**src/e1_natbit_params.svh**
```systemverilog
// offsets, fields, reset values and timing counts of the national-bit block.
// assumes: included by bare name from design files.
`ifndef E1_NATBIT_PARAMS_SVH
`define E1_NATBIT_PARAMS_SVH

// register indices; byte address is four times the index
`define MASK_INDEX        8'h19
`define CTRL_INDEX        8'h1a
`define STAT_INDEX        8'h20
`define TRIS_INDEX        8'h21

// mask word fields
`define MASK_WRAP_BIT     6
`define MASK_ERR_BIT      5
`define MASK_NIBCHG_BIT   4
`define MASK_BITCHG_BIT   3
`define MASK_EIGHT_BIT    2
`define MASK_B6CHG_BIT    1
`define MASK_B5CHG_BIT    0

// control word fields
`define CTRL_OEN_BIT      7
`define CTRL_SUSP_BIT     6
`define CTRL_ACK_BIT      5
`define CTRL_CCS_BIT      4
`define CTRL_REGSIG_BIT   3
`define CTRL_CLR_BIT      2
`define CTRL_UPPER_BIT    1
`define CTRL_SLOW_BIT     0

// tristate select word fields
`define TRIS_DATA_BIT     1
`define TRIS_CTRL_BIT     0

`define MASK_RESET        8'h00
`define CTRL_RESET        8'h00
`define TRIS_RESET        8'h00
`define IRQ_VECTOR        8'h02

// backplane timing in 4 MHz clock ticks, and the last bit six repeat count
`define TICKS_PER_FRAME   9'h1ff
`define SLOW_PHASE_BIT    5
`define SAME_NIBBLE_LAST  3'h7

`endif

```
**src/e1_natbit_pkg.sv**
```systemverilog
// types of the national-bit control block.
// assumes: compiled before the design modules.
package e1_natbit_pkg;

    // data phase kind held between address and data phase
    typedef enum logic [1:0] {
        phase_idle  = 2'b00,
        phase_write = 2'b01,
        phase_read  = 2'b10
    } bus_phase_type;

    typedef logic [7:0] reg_byte_type;

endpackage : e1_natbit_pkg

```
**src/channel_clock_gen.sv**
```systemverilog
// 64 kHz channel clock derived from a 4 MHz backplane clock level.
// assumes: bit_clock_in and frame_start are synchronous to clk.
`timescale 1ns/1ps
`include "e1_natbit_params.svh"

module channel_clock_gen (
    input  wire logic clk,
    input  wire logic rst_n,
    input  wire logic bit_clock_in,
    input  wire logic frame_start,
    input  wire logic enable,
    output logic      slow_clk_q,
    output logic      slow_rise_q
);

    logic       bit_clock_prev_q;
    logic       tick;
    logic [8:0] tick_cnt_q;

    // tick on each 4 MHz rise
    assign tick = bit_clock_in & ~bit_clock_prev_q;

    always_ff @(posedge clk or negedge rst_n) begin
        if (!rst_n) begin
            bit_clock_prev_q <= 1'b0;
        end else begin
            bit_clock_prev_q <= bit_clock_in;
        end
    end

    // position within the frame, 16 ticks per channel
    always_ff @(posedge clk or negedge rst_n) begin
        if (!rst_n) begin
            tick_cnt_q <= 9'h000;
        end else if (tick) begin
            if (frame_start || tick_cnt_q == `TICKS_PER_FRAME) begin
                tick_cnt_q <= 9'h000;
            end else begin
                tick_cnt_q <= tick_cnt_q + 9'h001;
            end
        end
    end

    // high in channels 2-3, 6-7 ...; rises at 2, 6 ... 30
    always_ff @(posedge clk or negedge rst_n) begin
        if (!rst_n) begin
            slow_clk_q  <= 1'b0;
            slow_rise_q <= 1'b0;
        end else begin
            slow_clk_q  <= enable & tick_cnt_q[`SLOW_PHASE_BIT];
            slow_rise_q <= enable & ~slow_clk_q & tick_cnt_q[`SLOW_PHASE_BIT];
        end
    end

endmodule : channel_clock_gen

```
**src/e1_natbit_irq_sig_ctrl.sv**
```systemverilog
// national-bit interrupts, request pin, stream tristate and signalling modes
// of an E1 framer, behind an AHB-Lite register slave.
// assumes: inputs synchronous to hclk; request pin is open drain outside.
// Behaviour
// unmasked test counter wrap raises vector 02
// unmasked test pattern error raises vector 02
// unmasked national nibble change raises vector 02
// unmasked national bit change raises vector 02
// unmasked eighth equal bit six nibble raises vector 02
// unmasked bit six nibble change raises vector 02
// unmasked bit five change raises vector 02; zero mask blocks
// output enable low floats both streams, else per-stream selects
// suspend floats request output, ignores all sources
// acknowledge bit toggle clears pending, releases request
// mode bit picks common or associated channel signalling
// tx signalling from registers or control stream
// counter clear zeroes and holds status counters
// nibble position bit picks upper or lower half slot
// slow mode moves control stream on internal 64 kHz clock
// tx 64 kHz clock rises between channels 1-2, 5-6 ... 29-30
// rx 64 kHz clock, same channel times, from line timebase
// slow mode off runs control streams at 2.048 rate
// selected data stream floats on loss or all-ones alarm
// request low while pending; vector latched for reading
`timescale 1ns/1ps
`include "e1_natbit_params.svh"

module e1_natbit_irq_sig_ctrl (
    input  wire logic        hclk,
    input  wire logic        hresetn,
    input  wire logic        hsel,
    input  wire logic [31:0] haddr,
    input  wire logic [1:0]  htrans,
    input  wire logic        hwrite,
    input  wire logic [2:0]  hsize,
    input  wire logic [31:0] hwdata,
    input  wire logic        hready,
    output logic             hreadyout,
    output logic             hresp,
    output logic [31:0]      hrdata,
    input  wire logic        test_error,
    input  wire logic        natbit_strobe,
    input  wire logic [3:0]  rx_natbits,
    input  wire logic        nibble_strobe,
    input  wire logic [15:0] rx_nibbles,
    input  wire logic        loss_of_signal,
    input  wire logic        loss_frame_sync,
    input  wire logic        loss_crc_sync,
    input  wire logic        rx_all_ones,
    input  wire logic        loss_mf_sync,
    input  wire logic        rx_ais16,
    input  wire logic        data_stream_in,
    input  wire logic        control_stream_in,
    input  wire logic        control_in_stream,
    input  wire logic [7:0]  control_in_slot,
    input  wire logic [3:0]  sig_register_nibble,
    input  wire logic        backplane_4mhz_clock,
    input  wire logic        tx_frame_start,
    input  wire logic        line_4mhz_clock,
    input  wire logic        rx_frame_start,
    output logic             data_out_stream,
    output logic             data_out_oe,
    output logic             control_out_stream,
    output logic             control_out_oe,
    output logic             irq_n_out,
    output logic             irq_oe,
    output logic             tx_common_channel_mode,
    output logic             tx_sig_from_registers,
    output logic             status_counter_clear,
    output logic             sig_nibble_upper_half,
    output logic [3:0]       tx_sig_nibble,
    output logic             tx_slow_clock,
    output logic             rx_slow_channel_clock_out
);

    e1_natbit_pkg::bus_phase_type phase_q;
    e1_natbit_pkg::reg_byte_type  mask_q;
    e1_natbit_pkg::reg_byte_type  ctrl_q;
    e1_natbit_pkg::reg_byte_type  tris_q;
    e1_natbit_pkg::reg_byte_type  vector_q;
    e1_natbit_pkg::reg_byte_type  err_cnt_q;
    logic [7:0]  idx_q;
    logic [7:0]  idx_now;
    logic        pending_q;
    logic        ack_edge;
    logic        wr_ctrl;
    logic [3:0]  natbits_prev_q;
    logic [15:0] nibbles_prev_q;
    logic        bits_valid_q;
    logic        nibs_valid_q;
    logic [2:0]  same_cnt_q;
    logic        ev_wrap;
    logic        ev_err;
    logic        ev_nibchg;
    logic        ev_bitchg;
    logic        ev_eight;
    logic        ev_b6chg;
    logic        ev_b5chg;
    logic        any_event;
    logic        tx_rise;
    logic        rx_rise;
    logic        rx_clk;

    ////////////////////////////////////////////////////////////////////////
    // bus slave: zero wait state, always OKAY
    assign hreadyout = 1'b1;
    assign hresp     = 1'b0;
    assign idx_now   = haddr[9:2];
    assign wr_ctrl   = (phase_q == e1_natbit_pkg::phase_write) && (idx_q == `CTRL_INDEX);

    // address phase capture
    always_ff @(posedge hclk or negedge hresetn) begin
        if (!hresetn) begin
            phase_q <= e1_natbit_pkg::phase_idle;
            idx_q   <= 8'h00;
        end else if (hready) begin
            idx_q <= idx_now;
            if (hsel && htrans[1]) begin
                phase_q <= hwrite ? e1_natbit_pkg::phase_write : e1_natbit_pkg::phase_read;
            end else begin
                phase_q <= e1_natbit_pkg::phase_idle;
            end
        end
    end

    // read data registered in address phase; unmapped reads zero
    always_ff @(posedge hclk or negedge hresetn) begin
        if (!hresetn) begin
            hrdata <= 32'h0000_0000;
        end else if (hready && hsel && htrans[1] && !hwrite) begin
            if (idx_now == `MASK_INDEX) begin
                hrdata <= {24'h00_0000, mask_q};
            end else if (idx_now == `CTRL_INDEX) begin
                hrdata <= {24'h00_0000, ctrl_q};
            end else if (idx_now == `STAT_INDEX) begin
                hrdata <= {15'h0000, pending_q, err_cnt_q, vector_q};
            end else if (idx_now == `TRIS_INDEX) begin
                hrdata <= {24'h00_0000, tris_q};
            end else begin
                hrdata <= 32'h0000_0000;
            end
        end
    end

    // writable words; bit 7 of the mask word reads as zero
    always_ff @(posedge hclk or negedge hresetn) begin
        if (!hresetn) begin
            mask_q <= `MASK_RESET;
            ctrl_q <= `CTRL_RESET;
            tris_q <= `TRIS_RESET;
        end else if (phase_q == e1_natbit_pkg::phase_write) begin
            if (idx_q == `MASK_INDEX) begin
                mask_q <= {1'b0, hwdata[6:0]};
            end else if (idx_q == `CTRL_INDEX) begin
                ctrl_q <= hwdata[7:0];
            end else if (idx_q == `TRIS_INDEX) begin
                tris_q <= {6'h00, hwdata[1:0]};
            end
        end
    end

    ////////////////////////////////////////////////////////////////////////
    // test error counter, cleared and held while the clear bit is set
    assign ev_wrap = test_error && err_cnt_q == 8'hff && !ctrl_q[`CTRL_CLR_BIT];
    assign ev_err  = test_error;

    always_ff @(posedge hclk or negedge hresetn) begin
        if (!hresetn) begin
            err_cnt_q <= 8'h00;
        end else if (ctrl_q[`CTRL_CLR_BIT]) begin
            err_cnt_q <= 8'h00;
        end else if (test_error) begin
            err_cnt_q <= err_cnt_q + 8'h01;
        end
    end

    // national bit and nibble history; first sample only primes it
    always_ff @(posedge hclk or negedge hresetn) begin
        if (!hresetn) begin
            natbits_prev_q <= 4'h0;
            bits_valid_q   <= 1'b0;
        end else if (natbit_strobe) begin
            natbits_prev_q <= rx_natbits;
            bits_valid_q   <= 1'b1;
        end
    end

    always_ff @(posedge hclk or negedge hresetn) begin
        if (!hresetn) begin
            nibbles_prev_q <= 16'h0000;
            nibs_valid_q   <= 1'b0;
        end else if (nibble_strobe) begin
            nibbles_prev_q <= rx_nibbles;
            nibs_valid_q   <= 1'b1;
        end
    end

    // rx_nibbles lanes: bit five lowest, bit eight highest
    assign ev_bitchg = natbit_strobe && bits_valid_q && rx_natbits != natbits_prev_q;
    assign ev_b5chg  = natbit_strobe && bits_valid_q && rx_natbits[0] != natbits_prev_q[0];
    assign ev_nibchg = nibble_strobe && nibs_valid_q && rx_nibbles != nibbles_prev_q;
    assign ev_b6chg  = nibble_strobe && nibs_valid_q && rx_nibbles[7:4] != nibbles_prev_q[7:4];
    assign ev_eight  = nibble_strobe && nibs_valid_q && !ev_b6chg && same_cnt_q == 3'h6;

    // bit six repeats, saturating after the eighth
    always_ff @(posedge hclk or negedge hresetn) begin
        if (!hresetn) begin
            same_cnt_q <= 3'h0;
        end else if (nibble_strobe && nibs_valid_q) begin
            if (ev_b6chg) begin
                same_cnt_q <= 3'h0;
            end else if (same_cnt_q != `SAME_NIBBLE_LAST) begin
                same_cnt_q <= same_cnt_q + 3'h1;
            end
        end
    end

    ////////////////////////////////////////////////////////////////////////
    // mask gating; suspend discards every source rather than deferring it
    assign any_event = !ctrl_q[`CTRL_SUSP_BIT] && (
        (ev_wrap   && mask_q[`MASK_WRAP_BIT])   ||
        (ev_err    && mask_q[`MASK_ERR_BIT])    ||
        (ev_nibchg && mask_q[`MASK_NIBCHG_BIT]) ||
        (ev_bitchg && mask_q[`MASK_BITCHG_BIT]) ||
        (ev_eight  && mask_q[`MASK_EIGHT_BIT])  ||
        (ev_b6chg  && mask_q[`MASK_B6CHG_BIT])  ||
        (ev_b5chg  && mask_q[`MASK_B5CHG_BIT]));

    // either direction of the acknowledge bit counts
    assign ack_edge = wr_ctrl && (hwdata[`CTRL_ACK_BIT] != ctrl_q[`CTRL_ACK_BIT]);

    // pending flag: a new event in the acknowledge cycle wins
    always_ff @(posedge hclk or negedge hresetn) begin
        if (!hresetn) begin
            pending_q <= 1'b0;
            vector_q  <= 8'h00;
        end else if (any_event) begin
            pending_q <= 1'b1;
            vector_q  <= `IRQ_VECTOR;
        end else if (ack_edge) begin
            pending_q <= 1'b0;
            vector_q  <= 8'h00;
        end
    end

    // request pin: low while pending, released when suspended
    assign irq_n_out = ~pending_q;
    assign irq_oe    = ~ctrl_q[`CTRL_SUSP_BIT] & pending_q;

    ////////////////////////////////////////////////////////////////////////
    // signalling mode levels to the transmitter
    assign tx_common_channel_mode = ctrl_q[`CTRL_CCS_BIT];
    assign tx_sig_from_registers  = ctrl_q[`CTRL_REGSIG_BIT];
    assign status_counter_clear   = ctrl_q[`CTRL_CLR_BIT];
    assign sig_nibble_upper_half  = ctrl_q[`CTRL_UPPER_BIT];

    // transmit signalling nibble source and half-slot selection
    always_ff @(posedge hclk or negedge hresetn) begin
        if (!hresetn) begin
            tx_sig_nibble <= 4'h0;
        end else if (ctrl_q[`CTRL_REGSIG_BIT]) begin
            tx_sig_nibble <= sig_register_nibble;
        end else if (ctrl_q[`CTRL_UPPER_BIT]) begin
            tx_sig_nibble <= control_in_slot[7:4];
        end else begin
            tx_sig_nibble <= control_in_slot[3:0];
        end
    end

    ////////////////////////////////////////////////////////////////////////
    // 64 kHz channel clocks, transmit from backplane, receive from line
    channel_clock_gen tx_clock_gen (
        .clk          (hclk),
        .rst_n        (hresetn),
        .bit_clock_in (backplane_4mhz_clock),
        .frame_start  (tx_frame_start),
        .enable       (ctrl_q[`CTRL_SLOW_BIT]),
        .slow_clk_q   (tx_slow_clock),
        .slow_rise_q  (tx_rise)
    );

    channel_clock_gen rx_clock_gen (
        .clk          (hclk),
        .rst_n        (hresetn),
        .bit_clock_in (line_4mhz_clock),
        .frame_start  (rx_frame_start),
        .enable       (ctrl_q[`CTRL_SLOW_BIT]),
        .slow_clk_q   (rx_clk),
        .slow_rise_q  (rx_rise)
    );

    assign rx_slow_channel_clock_out = rx_clk;

    // streams: slow mode samples the control input on each 64 kHz rise only
    always_ff @(posedge hclk or negedge hresetn) begin
        if (!hresetn) begin
            control_out_stream <= 1'b0;
            data_out_stream    <= 1'b0;
        end else begin
            data_out_stream <= data_stream_in;
            if (!ctrl_q[`CTRL_SLOW_BIT]) begin
                control_out_stream <= control_stream_in;
            end else if (tx_rise) begin
                control_out_stream <= control_in_stream;
            end
        end
    end

    // tristate: master enable first, then per-stream alarm floats
    assign data_out_oe = ctrl_q[`CTRL_OEN_BIT] &&
        !(tris_q[`TRIS_DATA_BIT] && (loss_of_signal || loss_frame_sync || loss_crc_sync || rx_all_ones));
    assign control_out_oe = ctrl_q[`CTRL_OEN_BIT] &&
        !(tris_q[`TRIS_CTRL_BIT] && (loss_mf_sync || rx_ais16));
endmodule : e1_natbit_irq_sig_ctrl

```
**config.mk**
```make
export PLATFORM = sky130hd
export DESIGN_NAME = e1_natbit_irq_sig_ctrl
export DESIGN_NICKNAME = d
export VERILOG_FILES = /design/src/e1_natbit_pkg.sv /design/src/channel_clock_gen.sv /design/src/e1_natbit_irq_sig_ctrl.sv
export VERILOG_INCLUDE_DIRS = /design/src /design/src/src
export SDC_FILE = /design/constraint.sdc
export NUM_CORES = 1
export LEC_CHECK = 0
export ABC_AREA = 1
export BUFFER_PORTS_ARGS = -buffer_cell sky130_fd_sc_hd__buf_2
export CELL_PAD_IN_SITES_DETAIL_PLACEMENT = 0
export CELL_PAD_IN_SITES_GLOBAL_PLACEMENT = 1
export CORE_MARGIN = 2
export CORE_UTILIZATION = 37
export DETAILED_ROUTE_END_ITERATION = 12
export GPL_ROUTABILITY_DRIVEN = 0
export PLACE_DENSITY_LB_ADDON = 0.1
export SLEW_MARGIN = 20
export SYNTH_ARGS = -nofsm -noshare
export SYNTH_HDL_FRONTEND = slang
export SYNTH_HIERARCHICAL = 1
export SYNTH_SLANG_ARGS = --single-unit
```
**constraint.sdc**
```tcl
create_clock -name hclk -period 2 [get_ports hclk]
set_clock_uncertainty 0.05 [all_clocks]
set_input_delay 0.4 -clock hclk [delete_from_list [all_inputs] [get_ports hclk]]
set_output_delay 0.4 -clock hclk [all_outputs]
set_load 0.02 [all_outputs]
```
Yosys cells after proc, flatten, opt, wreduce, memory -nomap -nowiden --
Cells that the tools add are included.
Storage, ports and cells: register bits after elaboration 130, logic and storage cells 134, output and inout bits 50, bits of input ports 122
Operators by class: bitwise logic cells 14, multiplexer cells 20, reductions and logical operators 53, equality and inequality tests 19, $add $sub $neg 4
Operator list (count):
- two-way mux 32 bit | 2
- equality test 8 x 5 -> 1 bit, second input constant | 4
- two-way mux 8 bit | 4
- logical AND 1 bit | 28
- equality test 8 x 6 -> 1 bit, second input constant | 3
- adder 9 x 1 -> 9 bit, second input constant | 2
- equality test 9 bit, second input constant | 2
- two-way mux 9 bit | 2
- two-way mux 17 bit | 1
- inequality test 16 bit | 1
- logical OR 1 bit | 12
- adder 8 x 1 -> 8 bit, second input constant | 1
- equality test 8 bit, second input constant | 1
- two-way mux 4 bit | 2
- inequality test 4 bit | 2
- bitwise AND 1 bit | 7
- NOT 1 bit | 7
- logical NOT 1 bit | 6
- two-way mux 2 bit | 3
- two-way mux 3 bit | 2
- nonzero test 2 bit | 3
- two-way mux 1 bit | 4
- AND reduction 2 bit | 2
- AND reduction 4 bit | 1
- 7 further kinds | 8

Logic depth before layout (Yosys ltp) --
depth after elaboration 12, mapped depth 13

Cells and area by module --
The synthesis kept the hierarchy.
By module, submodules not included:
- e1_natbit_irq_sig_ctrl | seq. area each 2102.0 um2, cells each 525, area an instance 4206.5 um2, times used 1
- channel_clock_gen | seq. area each 300.3 um2, cells each 70, area an instance 616.8 um2, times used 2

Worst setup path after synthesis --
Ideal clock, no wire load.
path type input port to output port, from in loss_frame_sync, to out data_out_oe, data arrival time 1271 ps, required time 1550 ps, slack 279 ps, cell stages on the path 2, cells stage by stage or4_1 > a21oi_1
On the way: word-level cells in the longest chain between the ends 6
RTL lines:
- start, declared | line e1_natbit_irq_sig_ctrl.sv:47 | input wire logic loss_frame_sync,
- logical OR 1 bit (3 in series) | line e1_natbit_irq_sig_ctrl.sv:311 | !(tris_q[`TRIS_DATA_BIT] && (loss_of_signal || loss_frame_sync || loss_crc_sync || rx_all_ones));
- logical AND 1 bit | line e1_natbit_irq_sig_ctrl.sv:311
- logical NOT 1 bit | line e1_natbit_irq_sig_ctrl.sv:311
- logical AND 1 bit | line e1_natbit_irq_sig_ctrl.sv:310 | assign data_out_oe = ctrl_q[`CTRL_OEN_BIT] &&
- end, declared | line e1_natbit_irq_sig_ctrl.sv:62 | output logic data_out_oe,
Every way passes these cells.

Worst setup path after layout --
Same ends and word-level chain as after synthesis.

==> results by group <==
Setup path
  – Setup crit start kind: input pin
  – Worst-path maximum fanout: 1
  – Flop2flop setup slack: 0.27 ns
  – Critical Path RT: 1.55 ns
  – R2r worst-path depth: 11
  – Worst setup EP type: primary output
  – Worst r2r src: rx_clock_gen/tick_cnt_q[0]
  – Reg2reg end: rx_clock_gen/tick_cnt_q[4]
  – WS Path Type: in -> out
  – CP arrival: around 1.5 ns

Clock network
  – H-tree Lvls: 3
  – Clk Latency, worst-skew pair: 0.35 ns
  – CTS Hold Buffers Added: 1
  – Gates resized, CTS repair: 0
  – CTS tree: built
  – Clk pin slew, worst setup/hold paths: about 0.07 ns
  – Bufs on Longest Clock Path: 2
  – # clock sinks: 107
  – Number of setup buffers added after CTS: 0
  – Total CTS buffers: 9
  – Root Buffer: clkbuf_16

STA
  – Final hold slack: 0.102 ns
  – Fin crit period: ~1.9 ns
  – Fmax: 527 MHz
  – Fin. max-slew vios: 0
  – Post-route clock period utilization: 94.9%
  – RSZ-0062 raised after global routing: false
  – Final hold vios: 0
  – Final setup fails: 0
  – Fin Setup TNS: 0 ns

Route
  – # DRC: 0
  – Violation count after the first detailed-route iteration: 197
  – Routed WL per cell: 12.5 µm
  – Via count: 4,383
  – Vias per cell: approximately 4.6
  – Final ANT Viol Nets: 0
  – 1st-pass router iterations: 4
  – Post-Route WL: 12,100 µm

Finish
  – Most frequent cells in the layout: nand2_1, dfrtp_1, buf_2
  – Layout cells sized above 1: 24.0%
  – Fillers: approximately 1,500
  – Synthesis-to-finish area growth: 19.2%
  – Ant diodes: 0
  – Commonest non-fill, non-tap cell in the layout: nand2_1
  – Storage cell area: 0.00268 mm²
  – Multi-input gate area: 0.00223 mm²
  – Final #Nets: a little over 900

Global routing
  – Largest net degree at the start of global routing: 35
  – Grt total ovfl: 0
  – Initial antenna violation count: 0
  – Vias in the first global route: 4,218
  – First-pass GRT wire length: 20,300 µm
  – Global-route usage over all layers: between 15 and 20%

Status
  – Status: finished, final reports clean

Pwr
  – Net switching power: 0.00146 W
  – Seq pwr share: 47.9%
  – Pwr Density: 811 mW/mm²
  – Power Internal: 0.00377 W
  – Worst VDD drop: 0.453 mV
  – Gate power share: around 16%
  – Clock power frac: 36.2%
  – Sw frac: 28.0%
  – Pleak: roughly 3.4 nW
  – Overall Power: 0.00523 W

Die
  – Core Region: 0.0144 mm²
  – Initial Util: 37.5%
  – Die area: 0.0156 mm²
  – Die W: 125 µm
  – Die Span Y: 125 µm
  – I/O pin cnt: 172
  – Cell Rows: between 40 and 50

Placed design
  – DP Wirelength: 9100 µm
  – Port-buffer cells: 102

Hold path
  – Hold Path Sink: data_out_stream
  – Hold crit path type: in -> reg
  – Hold Crit Depth: 1
  – Hold Startpoint: data_stream_in

Synthesis
  – Cell count after synthesis: 663
  – Ys Warns: 6
  – Average size of a mapped cell: 8.16 µm²
  – Mapped Area: 0.00541 mm²

Flow run
  – Max Cap Viol: 0
-- per-stage QoR --
stage / utilization, % / area, µm² / instances / setup slack [ns]
detailed placement: 42.5 / 6130 / 947 / 0.103
global placement: 42.5 / 6130 / 947 / 0.110
global route: 44.7 / 6450 / 963 / 0.0838
CTS: 44.7 / 6450 / 963 / 0.0995
floorplan: - / 5470 / 678 / 0.279
finish: 44.7 / 6450 / 963 / 0.101
-- layout make-up --
type / count / share of cell area, %
multi-input combinational: 445 / 34.6
timing repair buffer: 113 / 9.66
sequential: 107 / 41.5
tap: 184 / 3.57
clock inverter: 1 / 0.466
inverter: 99 / 5.76
clock buffer: 14 / 4.40
-- state kept, by name, indices dropped and copies added, names as in the netlist --
register,cells
natbits_prev_q,4
control_out_stream,1
vector_q,1
same_cnt_q,3
tx_sig_nibble,4
tx_clock_gen/tick_cnt_q,9
tx_clock_gen/slow_rise_q,1
tris_q,2
tx_clock_gen/slow_clk_q,1
data_out_stream,1
phase_q,2
tx_clock_gen/bit_clock_prev_q,1
err_cnt_q,8
rx_clock_gen/tick_cnt_q,9
bits_valid_q,1
hrdata,17
ctrl_q,8
mask_q,7
rx_clock_gen/slow_clk_q,1
nibbles_prev_q,16
rx_clock_gen/bit_clock_prev_q,1
idx_q,8
nibs_valid_q,1
-- worst max-delay path: stages --
cell and delay, ns:
buf_2 0.09, or4_1 0.53, a21oi_1 0.22, buf_2 0.20
-- metal layers --
layer / track usage, % / part of all wire, % / vias up
met5: 0 / 0 / -
met4: 3.33 / 0.91 / 0
met3: 5.78 / 5.9 / 9
met2: 27.5 / 49 / 84
met1: 20.1 / 45 / 2024
li1: - / - / 2266
-- power by group through the flow --
stage | sequential, W | combinational [W] | clock [W]
detailed placement | 0.00255 | 0.000845 | 0
global placement | 0.00255 | 0.000824 | 0
finish | 0.00251 | 0.000832 | 0.00189
floorplan | 0.00259 | 0.000481 | 0
CTS | 0.00251 | 0.000850 | 0.00197
global route | 0.00254 | 0.000941 | 0.00205
-- worst max-delay path by stage --
stage                          from     endpoint  slack, ns
floorplan           loss_frame_sync  data_out_oe       0.28
global placement    loss_frame_sync  data_out_oe       0.11
detailed placement  loss_frame_sync  data_out_oe       0.10
CTS                 loss_frame_sync  data_out_oe        0.1
global route        loss_frame_sync  data_out_oe       0.08
finish              loss_frame_sync  data_out_oe       0.10
Note: power is estimated with default switching activity, not from simulation.
